## config.mk

```make
export PLATFORM = sky130hd
export DESIGN_NAME = mrc_reset_ctrl
export DESIGN_NICKNAME = d
export VERILOG_FILES = /design/src/verilog/mrc_pkg.sv /design/src/verilog/mrc_reset_ctrl.sv
export SDC_FILE = /design/constraint.sdc
export NUM_CORES = 1
export LEC_CHECK = 0
export ABC_AREA = 1
export BUFFER_PORTS_ARGS = -buffer_cell sky130_fd_sc_hd__clkbuf_2
export CORE_ASPECT_RATIO = 0.75
export CORE_MARGIN = 2
export CORE_UTILIZATION = 48
export CTS_CLUSTER_SIZE = 12
export DETAILED_ROUTE_END_ITERATION = 12
export PLACE_DENSITY = 0.76
export SETUP_SLACK_MARGIN = 0.02
export SLEW_MARGIN = 20
export SYNTH_ARGS = -nofsm -noshare
export SYNTH_HDL_FRONTEND = slang
export SYNTH_SLANG_ARGS = --single-unit
```

## constraint.sdc

```tcl
create_clock -name clk -period 1.5 [get_ports clk]
set_input_delay 0.15 -clock clk [delete_from_list [all_inputs] [get_ports clk]]
set_output_delay 0.15 -clock clk [all_outputs]
set_load 0.01 [all_outputs]
```

## src/verilog/mrc_pkg.sv

```systemverilog
// constants, register map and types of the microcontroller reset controller
package mrc_pkg;
    // timing
    localparam int CLK_PERIOD_NS = 40;
    localparam int STARTUP_DELAY_NS = 50_000_000;
    localparam int STARTUP_DELAY_CYC = (STARTUP_DELAY_NS + CLK_PERIOD_NS - 1) / CLK_PERIOD_NS;
    // no figure given for the qualifying brownout time: plain default
    localparam int BROWNOUT_MIN_NS = 1_000;
    localparam int BROWNOUT_MIN_CYC = (BROWNOUT_MIN_NS + CLK_PERIOD_NS - 1) / CLK_PERIOD_NS;
    localparam int WAKE_SHORT_CYC = 2;
    localparam int WAKE_LONG_CYC = 128;

    // register byte addresses
    localparam logic [7:0] ADR_CONFIG = 8'h00;
    localparam logic [7:0] ADR_STATUS = 8'h04;
    localparam logic [7:0] ADR_CAUSE = 8'h08;
    localparam logic [7:0] ADR_IRQ_STATUS = 8'h0c;
    localparam logic [7:0] ADR_IRQ_MASK = 8'h10;

    // config fields
    localparam int CFG_LVR_EN = 0;
    localparam int CFG_THR_LSB = 1;
    localparam int CFG_WAKE_SHORT = 3;
    localparam int CFG_OSC_RC = 4;
    localparam int CFG_WIDTH = 5;
    localparam logic [4:0] CFG_RESET = 5'h01;

    // status fields
    localparam int STS_TO = 0;
    localparam int STS_PDF = 1;
    localparam int STS_LVR_ACT = 2;
    localparam int STS_PIN = 3;
    localparam int STS_STATE_LSB = 4;

    // event / cause bits, shared by cause, irq status and irq mask
    localparam int EV_PIN = 0;
    localparam int EV_LVR = 1;
    localparam int EV_WDT_RUN = 2;
    localparam int EV_WDT_SLEEP = 3;
    localparam int EV_WIDTH = 4;
    localparam logic [3:0] EV_RESET = 4'h0;

    // init control vector handed to the core
    localparam int INIT_IRQ_OFF = 0;
    localparam int INIT_TIMER_OFF = 1;
    localparam int INIT_PRESC_CLR = 2;
    localparam int INIT_IO_INPUT = 3;
    localparam int INIT_SP_TOP = 4;
    localparam int INIT_WIDTH = 5;

    typedef enum logic [3:0] {
        MRC_HOLD = 4'h1,
        MRC_DELAY = 4'h2,
        MRC_WAKE = 4'h4,
        MRC_RUN = 4'h8
    } mrc_state_t;
endpackage

```

## src/verilog/mrc_reset_ctrl.sv

```systemverilog
// reset source merger, start-up timing and reset flags with a wishbone register port
`timescale 1ns/100ps
`default_nettype none
module mrc_reset_ctrl
    import mrc_pkg::*;
#(
    parameter int STARTUP_CYCLES = STARTUP_DELAY_CYC,
    parameter int BROWNOUT_CYCLES = BROWNOUT_MIN_CYC
) (
    input wire logic clk,
    input wire logic arst_n,
    // wishbone classic slave
    input wire logic wb_cyc_i,
    input wire logic wb_stb_i,
    input wire logic wb_we_i,
    input wire logic [7:0] wb_adr_i,
    input wire logic [3:0] wb_sel_i,
    input wire logic [31:0] wb_dat_i,
    output logic [31:0] wb_dat_o,
    output logic wb_ack_o,
    output logic irq_o,
    // reset sources
    input wire logic external_clear_pin_n,
    input wire logic low_supply,
    input wire logic watchdog_timeout,
    input wire logic sleep_mode,
    input wire logic core_clr_wdt,
    input wire logic core_halt,
    // to the supply comparator and the core
    output logic [1:0] brownout_threshold,
    output logic core_reset,
    output logic core_run,
    output logic pc_sp_clear,
    output logic [4:0] core_init,
    output logic watchdog_clear,
    output logic watchdog_timeout_flag,
    output logic power_down_flag
);
    localparam int DLY_W = $clog2(STARTUP_CYCLES + 1);
    localparam int BO_W = $clog2(BROWNOUT_CYCLES + 2);
    localparam logic [DLY_W-1:0] DLY_LAST = DLY_W'(STARTUP_CYCLES - 1);
    localparam logic [BO_W-1:0] BO_LIMIT = BO_W'(BROWNOUT_CYCLES + 1);
    localparam logic [6:0] WAKE_SHORT_LAST = 7'(WAKE_SHORT_CYC - 1);
    localparam logic [6:0] WAKE_LONG_LAST = 7'(WAKE_LONG_CYC - 1);

    mrc_state_t state_reg;
    mrc_state_t state_next;
    logic pin_meta_reg;
    logic pin_sync_reg;
    logic [BO_W-1:0] bo_cnt_reg;
    logic [DLY_W-1:0] dly_cnt_reg;
    logic [6:0] wake_cnt_reg;
    logic [CFG_WIDTH-1:0] cfg_reg;
    logic [EV_WIDTH-1:0] cause_reg;
    logic [EV_WIDTH-1:0] irq_sts_reg;
    logic [EV_WIDTH-1:0] irq_mask_reg;
    logic [EV_WIDTH-1:0] ev_now;
    logic [31:0] rd_data;
    logic wb_req;
    logic wb_wr;
    logic pin_low;
    logic lvr_active;
    logic wdt_run_ev;
    logic wdt_sleep_ev;
    logic full_src;
    logic hold_src;
    logic dly_done;
    logic wake_done;
    logic [6:0] wake_last;

    // the first stage feeds only the second stage
    always_ff @(posedge clk or negedge arst_n) begin
        if (!arst_n) begin
            pin_meta_reg <= 1'b1;
            pin_sync_reg <= 1'b1;
        end else begin
            pin_meta_reg <= external_clear_pin_n;
            pin_sync_reg <= pin_meta_reg;
        end
    end

    assign pin_low = !pin_sync_reg;

    // brownout qualifier: supply must stay low for more than the minimum time
    always_ff @(posedge clk or negedge arst_n) begin
        if (!arst_n) begin
            bo_cnt_reg <= '0;
        end else if (!low_supply || !cfg_reg[CFG_LVR_EN]) begin
            bo_cnt_reg <= '0;
        end else if (bo_cnt_reg != BO_LIMIT) begin
            bo_cnt_reg <= bo_cnt_reg + BO_W'(1);
        end
    end

    // held only while the supply stays low, so the hold ends with the dip and the start-up delay follows
    assign lvr_active = cfg_reg[CFG_LVR_EN] && low_supply && (bo_cnt_reg == BO_LIMIT);

    // a timeout while asleep in the run state is a wake, not a full reset
    assign wdt_run_ev = watchdog_timeout && !(sleep_mode && state_reg == MRC_RUN);
    assign wdt_sleep_ev = watchdog_timeout && sleep_mode && state_reg == MRC_RUN;

    assign hold_src = pin_low || lvr_active;
    assign full_src = hold_src || wdt_run_ev;

    assign dly_done = dly_cnt_reg == DLY_LAST;
    assign wake_last = (cfg_reg[CFG_OSC_RC] && cfg_reg[CFG_WAKE_SHORT]) ?
        WAKE_SHORT_LAST : WAKE_LONG_LAST;
    assign wake_done = wake_cnt_reg == wake_last;

    always_comb begin
        state_next = state_reg;
        if (full_src) begin
            state_next = MRC_HOLD;
        end else begin
            unique case (state_reg)
                MRC_HOLD: begin
                    state_next = MRC_DELAY;
                end
                MRC_DELAY: begin
                    if (dly_done) begin
                        state_next = MRC_RUN;
                    end
                end
                MRC_WAKE: begin
                    if (wake_done) begin
                        state_next = MRC_RUN;
                    end
                end
                MRC_RUN: begin
                    if (wdt_sleep_ev) begin
                        state_next = MRC_WAKE;
                    end
                end
                default: begin
                    state_next = MRC_HOLD;
                end
            endcase
        end
    end

    // power-on starts straight in the start-up delay
    always_ff @(posedge clk or negedge arst_n) begin
        if (!arst_n) begin
            state_reg <= MRC_DELAY;
        end else begin
            state_reg <= state_next;
        end
    end

    always_ff @(posedge clk or negedge arst_n) begin
        if (!arst_n) begin
            dly_cnt_reg <= '0;
        end else if (state_reg != MRC_DELAY || state_next != MRC_DELAY) begin
            dly_cnt_reg <= '0;
        end else begin
            dly_cnt_reg <= dly_cnt_reg + DLY_W'(1);
        end
    end

    always_ff @(posedge clk or negedge arst_n) begin
        if (!arst_n) begin
            wake_cnt_reg <= '0;
        end else if (state_reg != MRC_WAKE || state_next != MRC_WAKE) begin
            wake_cnt_reg <= '0;
        end else begin
            wake_cnt_reg <= wake_cnt_reg + 7'h01;
        end
    end

    // core controls, taken from the next state (pc_sp_clear from the sleep timeout) so they leave flip-flops
    always_ff @(posedge clk or negedge arst_n) begin
        if (!arst_n) begin
            core_reset <= 1'b1;
            core_run <= 1'b0;
            pc_sp_clear <= 1'b0;
            core_init <= '1;
            watchdog_clear <= 1'b1;
        end else begin
            core_reset <= state_next == MRC_HOLD || state_next == MRC_DELAY;
            core_run <= state_next == MRC_RUN;
            // only pc and sp are touched by a sleep timeout
            pc_sp_clear <= wdt_sleep_ev && !full_src;
            core_init[INIT_IRQ_OFF] <= state_next == MRC_HOLD || state_next == MRC_DELAY;
            core_init[INIT_TIMER_OFF] <= state_next == MRC_HOLD || state_next == MRC_DELAY;
            core_init[INIT_PRESC_CLR] <= state_next == MRC_HOLD || state_next == MRC_DELAY;
            core_init[INIT_IO_INPUT] <= state_next == MRC_HOLD || state_next == MRC_DELAY;
            core_init[INIT_SP_TOP] <= state_next == MRC_HOLD || state_next == MRC_DELAY;
            // held clear during reset; released the moment the core runs
            watchdog_clear <= state_next == MRC_HOLD || state_next == MRC_DELAY;
        end
    end

    // flags: power-on clears both, hardware set wins over core clear
    always_ff @(posedge clk or negedge arst_n) begin
        if (!arst_n) begin
            watchdog_timeout_flag <= 1'b0;
        end else if (watchdog_timeout) begin
            watchdog_timeout_flag <= 1'b1;
        end else if (core_clr_wdt || core_halt) begin
            watchdog_timeout_flag <= 1'b0;
        end
    end

    // pin and low voltage resets leave this flag alone
    always_ff @(posedge clk or negedge arst_n) begin
        if (!arst_n) begin
            power_down_flag <= 1'b0;
        end else if (wdt_sleep_ev || core_halt) begin
            power_down_flag <= 1'b1;
        end else if (core_clr_wdt) begin
            power_down_flag <= 1'b0;
        end
    end

    // events for cause and interrupt logic, one per source entry
    always_comb begin
        ev_now = '0;
        ev_now[EV_PIN] = pin_low && state_reg != MRC_HOLD;
        ev_now[EV_LVR] = lvr_active && state_reg != MRC_HOLD;
        ev_now[EV_WDT_RUN] = wdt_run_ev;
        ev_now[EV_WDT_SLEEP] = wdt_sleep_ev;
    end

    assign wb_req = wb_cyc_i && wb_stb_i && !wb_ack_o;
    // writes commit on the ack edge, where the master completes the cycle
    assign wb_wr = wb_cyc_i && wb_stb_i && wb_ack_o && wb_we_i && wb_sel_i[0];

    always_ff @(posedge clk or negedge arst_n) begin
        if (!arst_n) begin
            cfg_reg <= CFG_RESET;
            irq_mask_reg <= EV_RESET;
        end else if (wb_wr) begin
            if (wb_adr_i == ADR_CONFIG) begin
                cfg_reg <= wb_dat_i[CFG_WIDTH-1:0];
            end
            if (wb_adr_i == ADR_IRQ_MASK) begin
                irq_mask_reg <= wb_dat_i[EV_WIDTH-1:0];
            end
        end
    end

    // last reset cause: newest events replace the record
    always_ff @(posedge clk or negedge arst_n) begin
        if (!arst_n) begin
            cause_reg <= EV_RESET;
        end else if (|ev_now) begin
            cause_reg <= ev_now;
        end
    end

    // sticky status, write one to clear; a new event beats the clear
    always_ff @(posedge clk or negedge arst_n) begin
        if (!arst_n) begin
            irq_sts_reg <= EV_RESET;
        end else if (wb_wr && wb_adr_i == ADR_IRQ_STATUS) begin
            irq_sts_reg <= (irq_sts_reg & ~wb_dat_i[EV_WIDTH-1:0]) | ev_now;
        end else begin
            irq_sts_reg <= irq_sts_reg | ev_now;
        end
    end

    always_ff @(posedge clk or negedge arst_n) begin
        if (!arst_n) begin
            irq_o <= 1'b0;
        end else begin
            irq_o <= |(irq_sts_reg & irq_mask_reg);
        end
    end

    always_ff @(posedge clk or negedge arst_n) begin
        if (!arst_n) begin
            brownout_threshold <= CFG_RESET[CFG_THR_LSB+1:CFG_THR_LSB];
        end else begin
            brownout_threshold <= cfg_reg[CFG_THR_LSB+1:CFG_THR_LSB];
        end
    end

    always_comb begin
        rd_data = '0;
        unique case (wb_adr_i)
            ADR_CONFIG: begin
                rd_data[CFG_WIDTH-1:0] = cfg_reg;
            end
            ADR_STATUS: begin
                rd_data[STS_TO] = watchdog_timeout_flag;
                rd_data[STS_PDF] = power_down_flag;
                rd_data[STS_LVR_ACT] = lvr_active;
                rd_data[STS_PIN] = pin_sync_reg;
                rd_data[STS_STATE_LSB+3:STS_STATE_LSB] = state_reg;
            end
            ADR_CAUSE: begin
                rd_data[EV_WIDTH-1:0] = cause_reg;
            end
            ADR_IRQ_STATUS: begin
                rd_data[EV_WIDTH-1:0] = irq_sts_reg;
            end
            ADR_IRQ_MASK: begin
                rd_data[EV_WIDTH-1:0] = irq_mask_reg;
            end
            default: begin
                rd_data = '0;
            end
        endcase
    end

    // one wait state: ack a cycle after the request, dropped the next cycle
    always_ff @(posedge clk or negedge arst_n) begin
        if (!arst_n) begin
            wb_ack_o <= 1'b0;
            wb_dat_o <= '0;
        end else begin
            wb_ack_o <= wb_req;
            if (wb_req && !wb_we_i) begin
                wb_dat_o <= rd_data;
            end
        end
    end
endmodule
`default_nettype wire

```

==> impl_metrics.ini, run 1 <==
[synthesis]
synthAdderAreaFrac_pct = 1.277
yosys-top-cells-count = 105 x nand2_1, 68 x dfrtp_1, 65 x nor2_1
synthArstFlopShare_pct = 100.0
synthMuxAreaShare_pct = 0
synth_xor_area_share_pct = 4.470
synth_warnings = 0
synth_top_family_by_area = simple AND/OR/NAND/NOR gates
synth_edf_count = 0
synth_top_area_cell = dfrtp_1
netlist_instances = 481
syn_area_mm2 = 0.003919
yosysUniqueCellTypes = 35
synth_top_area_share_pct = 43.42
synth_compound_area_share_pct = 5.939
netlist_top_cells_area = dfrtp_1 43%, nand2_1 10%, nor2_1 6.2%
synth_seq_area_share_pct = 46.78
avgSynthCellArea_um2 = 8.147
ys.flop_type = dfrtp_1
synthSimpleGateAreaFrac_pct = 29.76
synth.most_common_cell = nand2_1
ys_seq_elements = 73

[worst_setup_path]
worstPathMaxFanout = 10
crit_type = reg -> reg
crit_arrival_ns = 1.76
cp.required_ns = 1.74
cp-start-kind = flop
end_kind = flop

[cells_and_area]
nets = 628
utilization_pct = 61.28
instances_no_fill = 679
area_growth_pct = 23.82
postLayoutCellArea_mm2 = 0.004852
drive_gt1_share_pct = 28.05
multi_input_area_mm2 = 0.001877
largest_reg_flops = 21
seqCellArea_mm2 = 0.001836
antenna_cells = 0
fillCellCount = 685

[run_status]
violations = setup timing
status = complete, but fails checks

[floorplan]
rows = 28
core_mm2 = 0.007918
die_w_um = 108.3
die_area_mm2 = 0.008911
start_util_pct = 49.49
io-pin-count = 102
die_y_um = 82.25

[clock_tree]
ctsRootBufferMaster = clkbuf_8
numCtsBuffers = 9
path_clk_slew_ns = 0.08
cts_buffer_depth = 2
cts.htree.levels = 3
cts_num_sinks = 73
clk_latency_ns = 0.36
cts_tree = built

[routing]
wl_met2_mm = 3.855
num_vias = 3321
vias_per_cell = 4.891
maxUsedRoutingLayer = met4
met3_length_um = 634
met1_length_mm = 4.226
detail_route.first_pass.iterations = 5
drt_iter0_drc = 204
drc = 0
wirelength_mm = 8.844
avgRoutedWirePerCell_um = 13.03
drtAntennaViolNets = 0

[global_route]
grt.total_usage_pct = 21.21
grt_pass1_vias = 3065
overflow = 0
grt_pass1_wl_mm = 14.41
antenna_found_initial = 0
grt_max_degree = 74

[power_and_ir_drop]
p_per_area_mw_per_mm2 = 818.5
power_mw = 3.971
peakVddDrop_v = 0.0004765
p_leak_nw = 2.322

[placement]
dpl_cell_area_mm2 = 0.004380
gp_congestion = 0.9521
placed_cells_incl_taps = 651
place_hpwl_mm = 6.291
post-place-ws_ns = -0.09260
port_buffers = 47

[timing]
layout_setup_ws_ns = -0.02065
tns_ns = -0.1057
drv_slew = 0
rsz0062_at_grt = yes
hold_violations = 0
clock_skew_ns = 0.008543
setup_violations = 12
period_needed_ns = 1.521
period_share_pct = 101.4
fmax_ghz = 0.6576
whs_ns = 0.02616

[min_path]
worstHoldPathType = in -> reg

[run]
max-cap-violations = 0
[path summary, 6_finish.rpt]
kind                       cells past startpoint              end           start  slack, ns
hold / removal                                 3  irq_mask_reg[1]     wb_dat_i[1]       0.03
setup reg to reg                               9  dly_cnt_reg[15]  dly_cnt_reg[0]      -0.02
setup / recovery                               9  dly_cnt_reg[15]  dly_cnt_reg[0]      -0.02
max in group asynchronous                      3     pin_meta_reg          arst_n       0.80
hold reg to reg                                0     pin_sync_reg    pin_meta_reg       0.36
min in group asynchronous                      3            irq_o          arst_n       0.36
[routing by layer]
| layer | vias up | GRT usage [%] |
|---|---|---|
| li1 | 1640 | - |
| met1 | 1544 | 28.90 |
| met2 | 124 | 33.21 |
| met3 | 13 | 6.122 |
| met4 | 0 | 6.410 |
| met5 | - | 0 |
[timing repair]
item	CTS	global route
gates cloned	1	0
pin swaps	2	1
hold endpoints to repair	70	0
hold buffers	3	0
setup endpoints to repair	31	35
resized for setup	10	25
buffers inserted	3	5
[report_power, final]
part,internal [mW],switching [mW]
registers,2.02,0.0368
logic,0.113,0.210
clock network,0.812,0.782
total,2.94,1.03
[cell type report]
class / instances / area share, %
Sequential cell: 73 / 37.83
Tap cell: 105 / 2.708
Clock buffer: 10 / 2.837
Clock inverter: 6 / 1.392
Timing Repair Buffer: 86 / 12.22
Multi-Input combinational cell: 343 / 38.68
Inverter: 56 / 4.332
[cells by family after synthesis]
logic type | count (synthesis)
simple gates | 254
buf+inv | 88
flops | 73
compound gates | 41
xor+xnor | 20
fa+ha+maj | 4
other cells | 1
[layout by cell type, fill, tap and decap left out, types with 10 or more instances in the layout]
master / n
nand2_1: 103
clkbuf_2: 46
nor2_2: 17
dfrtp_1: 66
nand3_1: 36
o21ai_0: 18
nor2_4: 14
a21oi_1: 11
inv_1: 49
xor2_1: 16
buf_4: 32
conb_1: 24
clkbuf_8: 10
nor2_1: 59
[worst max-delay path, cell delays in order, from the launching register on]
cell,delay [ns]
dfrtp_2,0.41
ha_4,0.16
nand3_4,0.10
nor2_4,0.15
nand3_2,0.09
nand2_1,0.06
nand2_1,0.08
nand3_4,0.14
buf_12,0.16
nor2_2,0.04
(Power assumes the default switching activity.)
==> run 2, diff against run 1 <==
--- a/config.mk
+++ b/config.mk
@@ -14,6 +14,7 @@
 export DETAILED_ROUTE_END_ITERATION = 12
 export PLACE_DENSITY = 0.76
 export SETUP_SLACK_MARGIN = 0.02
+export SKIP_CTS_REPAIR_TIMING = 1
 export SLEW_MARGIN = 20
 export SYNTH_ARGS = -nofsm -noshare
 export SYNTH_HDL_FRONTEND = slang
==> impl_metrics.ini, run 2 (same netlist as run 1, synthesis figures left out) <==
[power_and_ir_drop]
p_per_area_mw_per_mm2 = 807.7
p_leak_nw = 2.335
power_mw = 3.967
peakVddDrop_v = 0.0004950

[global_route]
grt_pass1_vias = 3003
grt.total_usage_pct = 20.72
antenna_found_initial = 0
grt_max_degree = 74
overflow = 0
grt_pass1_wl_mm = 14.05

[worst_setup_path]
r2r-start = dly_cnt_reg[0]
cp.required_ns = 1.79
reg2reg_to = dly_cnt_reg[13]
cp-start-kind = flop
worstPathMaxFanout = 4
end_kind = flop
timing.reg2reg.setup_slack_ns = -0.01
r2r_cells = 7
crit_type = reg -> reg
crit_arrival_ns = 1.80

[run_status]
status = complete, but fails checks
violations = setup timing

[cells_and_area]
area_growth_pct = 25.32
drive_gt1_share_pct = 29.36
antenna_cells = 0
final_common_cell = nand2_1
final_cell_mix = 101 x nand2_1, 66 x dfrtp_1, 60 x nor2_1
nets = 633
largest_reg_flops = 21

[timing]
period_share_pct = 100.7
fmax_ghz = 0.6618
setup_violations = 2
clock_skew_ns = 0.008409
hold_violations = 0
layout_setup_ws_ns = -0.01099
rsz0062_at_grt = yes
period_needed_ns = 1.511
drv_slew = 0

[placement]
post-place-ws_ns = -0.09260
gp_congestion = 0.9521
port_buffers = 47
place_hpwl_mm = 6.291

[clock_tree]
ctsRootBufferMaster = clkbuf_8
path_clk_slew_ns = 0.08
cts_num_sinks = 73
numCtsBuffers = 9
cts_tree = built
clk_latency_ns = 0.36
cts.htree.levels = 3
cts_buffer_depth = 2

[min_path]
worstHoldPathType = in -> reg
min_to = irq_mask_reg[1]
hold_path_startpoint = wb_dat_i[1]
holdPathStages = 3

[floorplan]
die_y_um = 82.25
die_w_um = 108.3
core_mm2 = 0.007918
start_util_pct = 49.49
rows = 28
die_area_mm2 = 0.008911
io-pin-count = 102

[run]
max-cap-violations = 0

[routing]
drt_iter0_drc = 168
drtAntennaViolNets = 0
avgRoutedWirePerCell_um = 13.25
num_vias = 3425
wirelength_mm = 9.061
vias_per_cell = 5.007
detail_route.first_pass.iterations = 5
drc = 0
run 2: changes by cell type in the layout (fill, tap and decap cells not counted), sizes merged:
cell    before  now
clkbuf      56   57
buf         37   41
run 2: cell type report:
class	count	area, um^2
multi-input combinational	343	1893
timing repair buffer	91	635.6
clock inverter	6	67.56
inverter	56	210.2
clock buffer	10	137.6
sequential	73	1836
fill	679	3007
tap	105	131.4
run 2: power by group:
part	switching (mW)	internal, mW	leakage, nW
Sequential	0.0366	2.02	0.937
Combinational	0.210	0.114	1.31
Clock	0.776	0.812	0.0868
Total	1.02	2.94	2.34
run 2: metrics by stage:
| step | utilization (%) | hold slack (ns) | cells | area (um^2) | TNS (ns) |
|---|---|---|---|---|---|
| 2_1_floorplan | - | -0.1456 | 504 | 4021 | 0 |
| 3_3_place_gp | 55.33 | 0.2093 | 651 | 4380 | -1.110 |
| 3_5_place_dp | 55.33 | 0.2170 | 651 | 4380 | -2.028 |
| 4_1_cts | 57.92 | -0.1679 | 667 | 4586 | -2.583 |
| 5_1_grt | 62.03 | 0.03603 | 684 | 4911 | -1.766 |
| 6_report | 62.03 | 0.02556 | 684 | 4911 | -0.01876 |
run 2: worst max-delay path by stage:
stage | startpoint | to | slack [ns] | depth (start not counted)
CTS | bo_cnt_reg[0] | dly_cnt_reg[0] | -0.10 | 10
floorplan | bo_cnt_reg[0] | dly_cnt_reg[16] | 0.04 | 10
global placement | bo_cnt_reg[0] | wake_cnt_reg[1] | -0.04 | 9
finish | dly_cnt_reg[0] | dly_cnt_reg[13] | -0.01 | 7
global route | state_reg[1] | dly_cnt_reg[0] | -0.1 | 8
detailed placement | bo_cnt_reg[0] | wake_cnt_reg[4] | -0.09 | 9
run 2: layer usage:
layer	routed length (um)	track usage, %	part of all wire (%)	vias to the layer above
met3	726	5.651	8.0	15
met2	4020	31.95	44	143
met4	149	6.410	1.6	0
li1	-	-	-	1647
met5	0	0	0	-
met1	4164	28.77	46	1620
run 2: worst max-delay path: stages, from the launching register on:
cell	delay, ns
dfrtp_2	0.41
buf_6	0.13
nand3_4	0.09
nor3_4	0.29
nand2_2	0.12
o21bai_1	0.21
o21ai_2	0.10
nor2_4	0.10
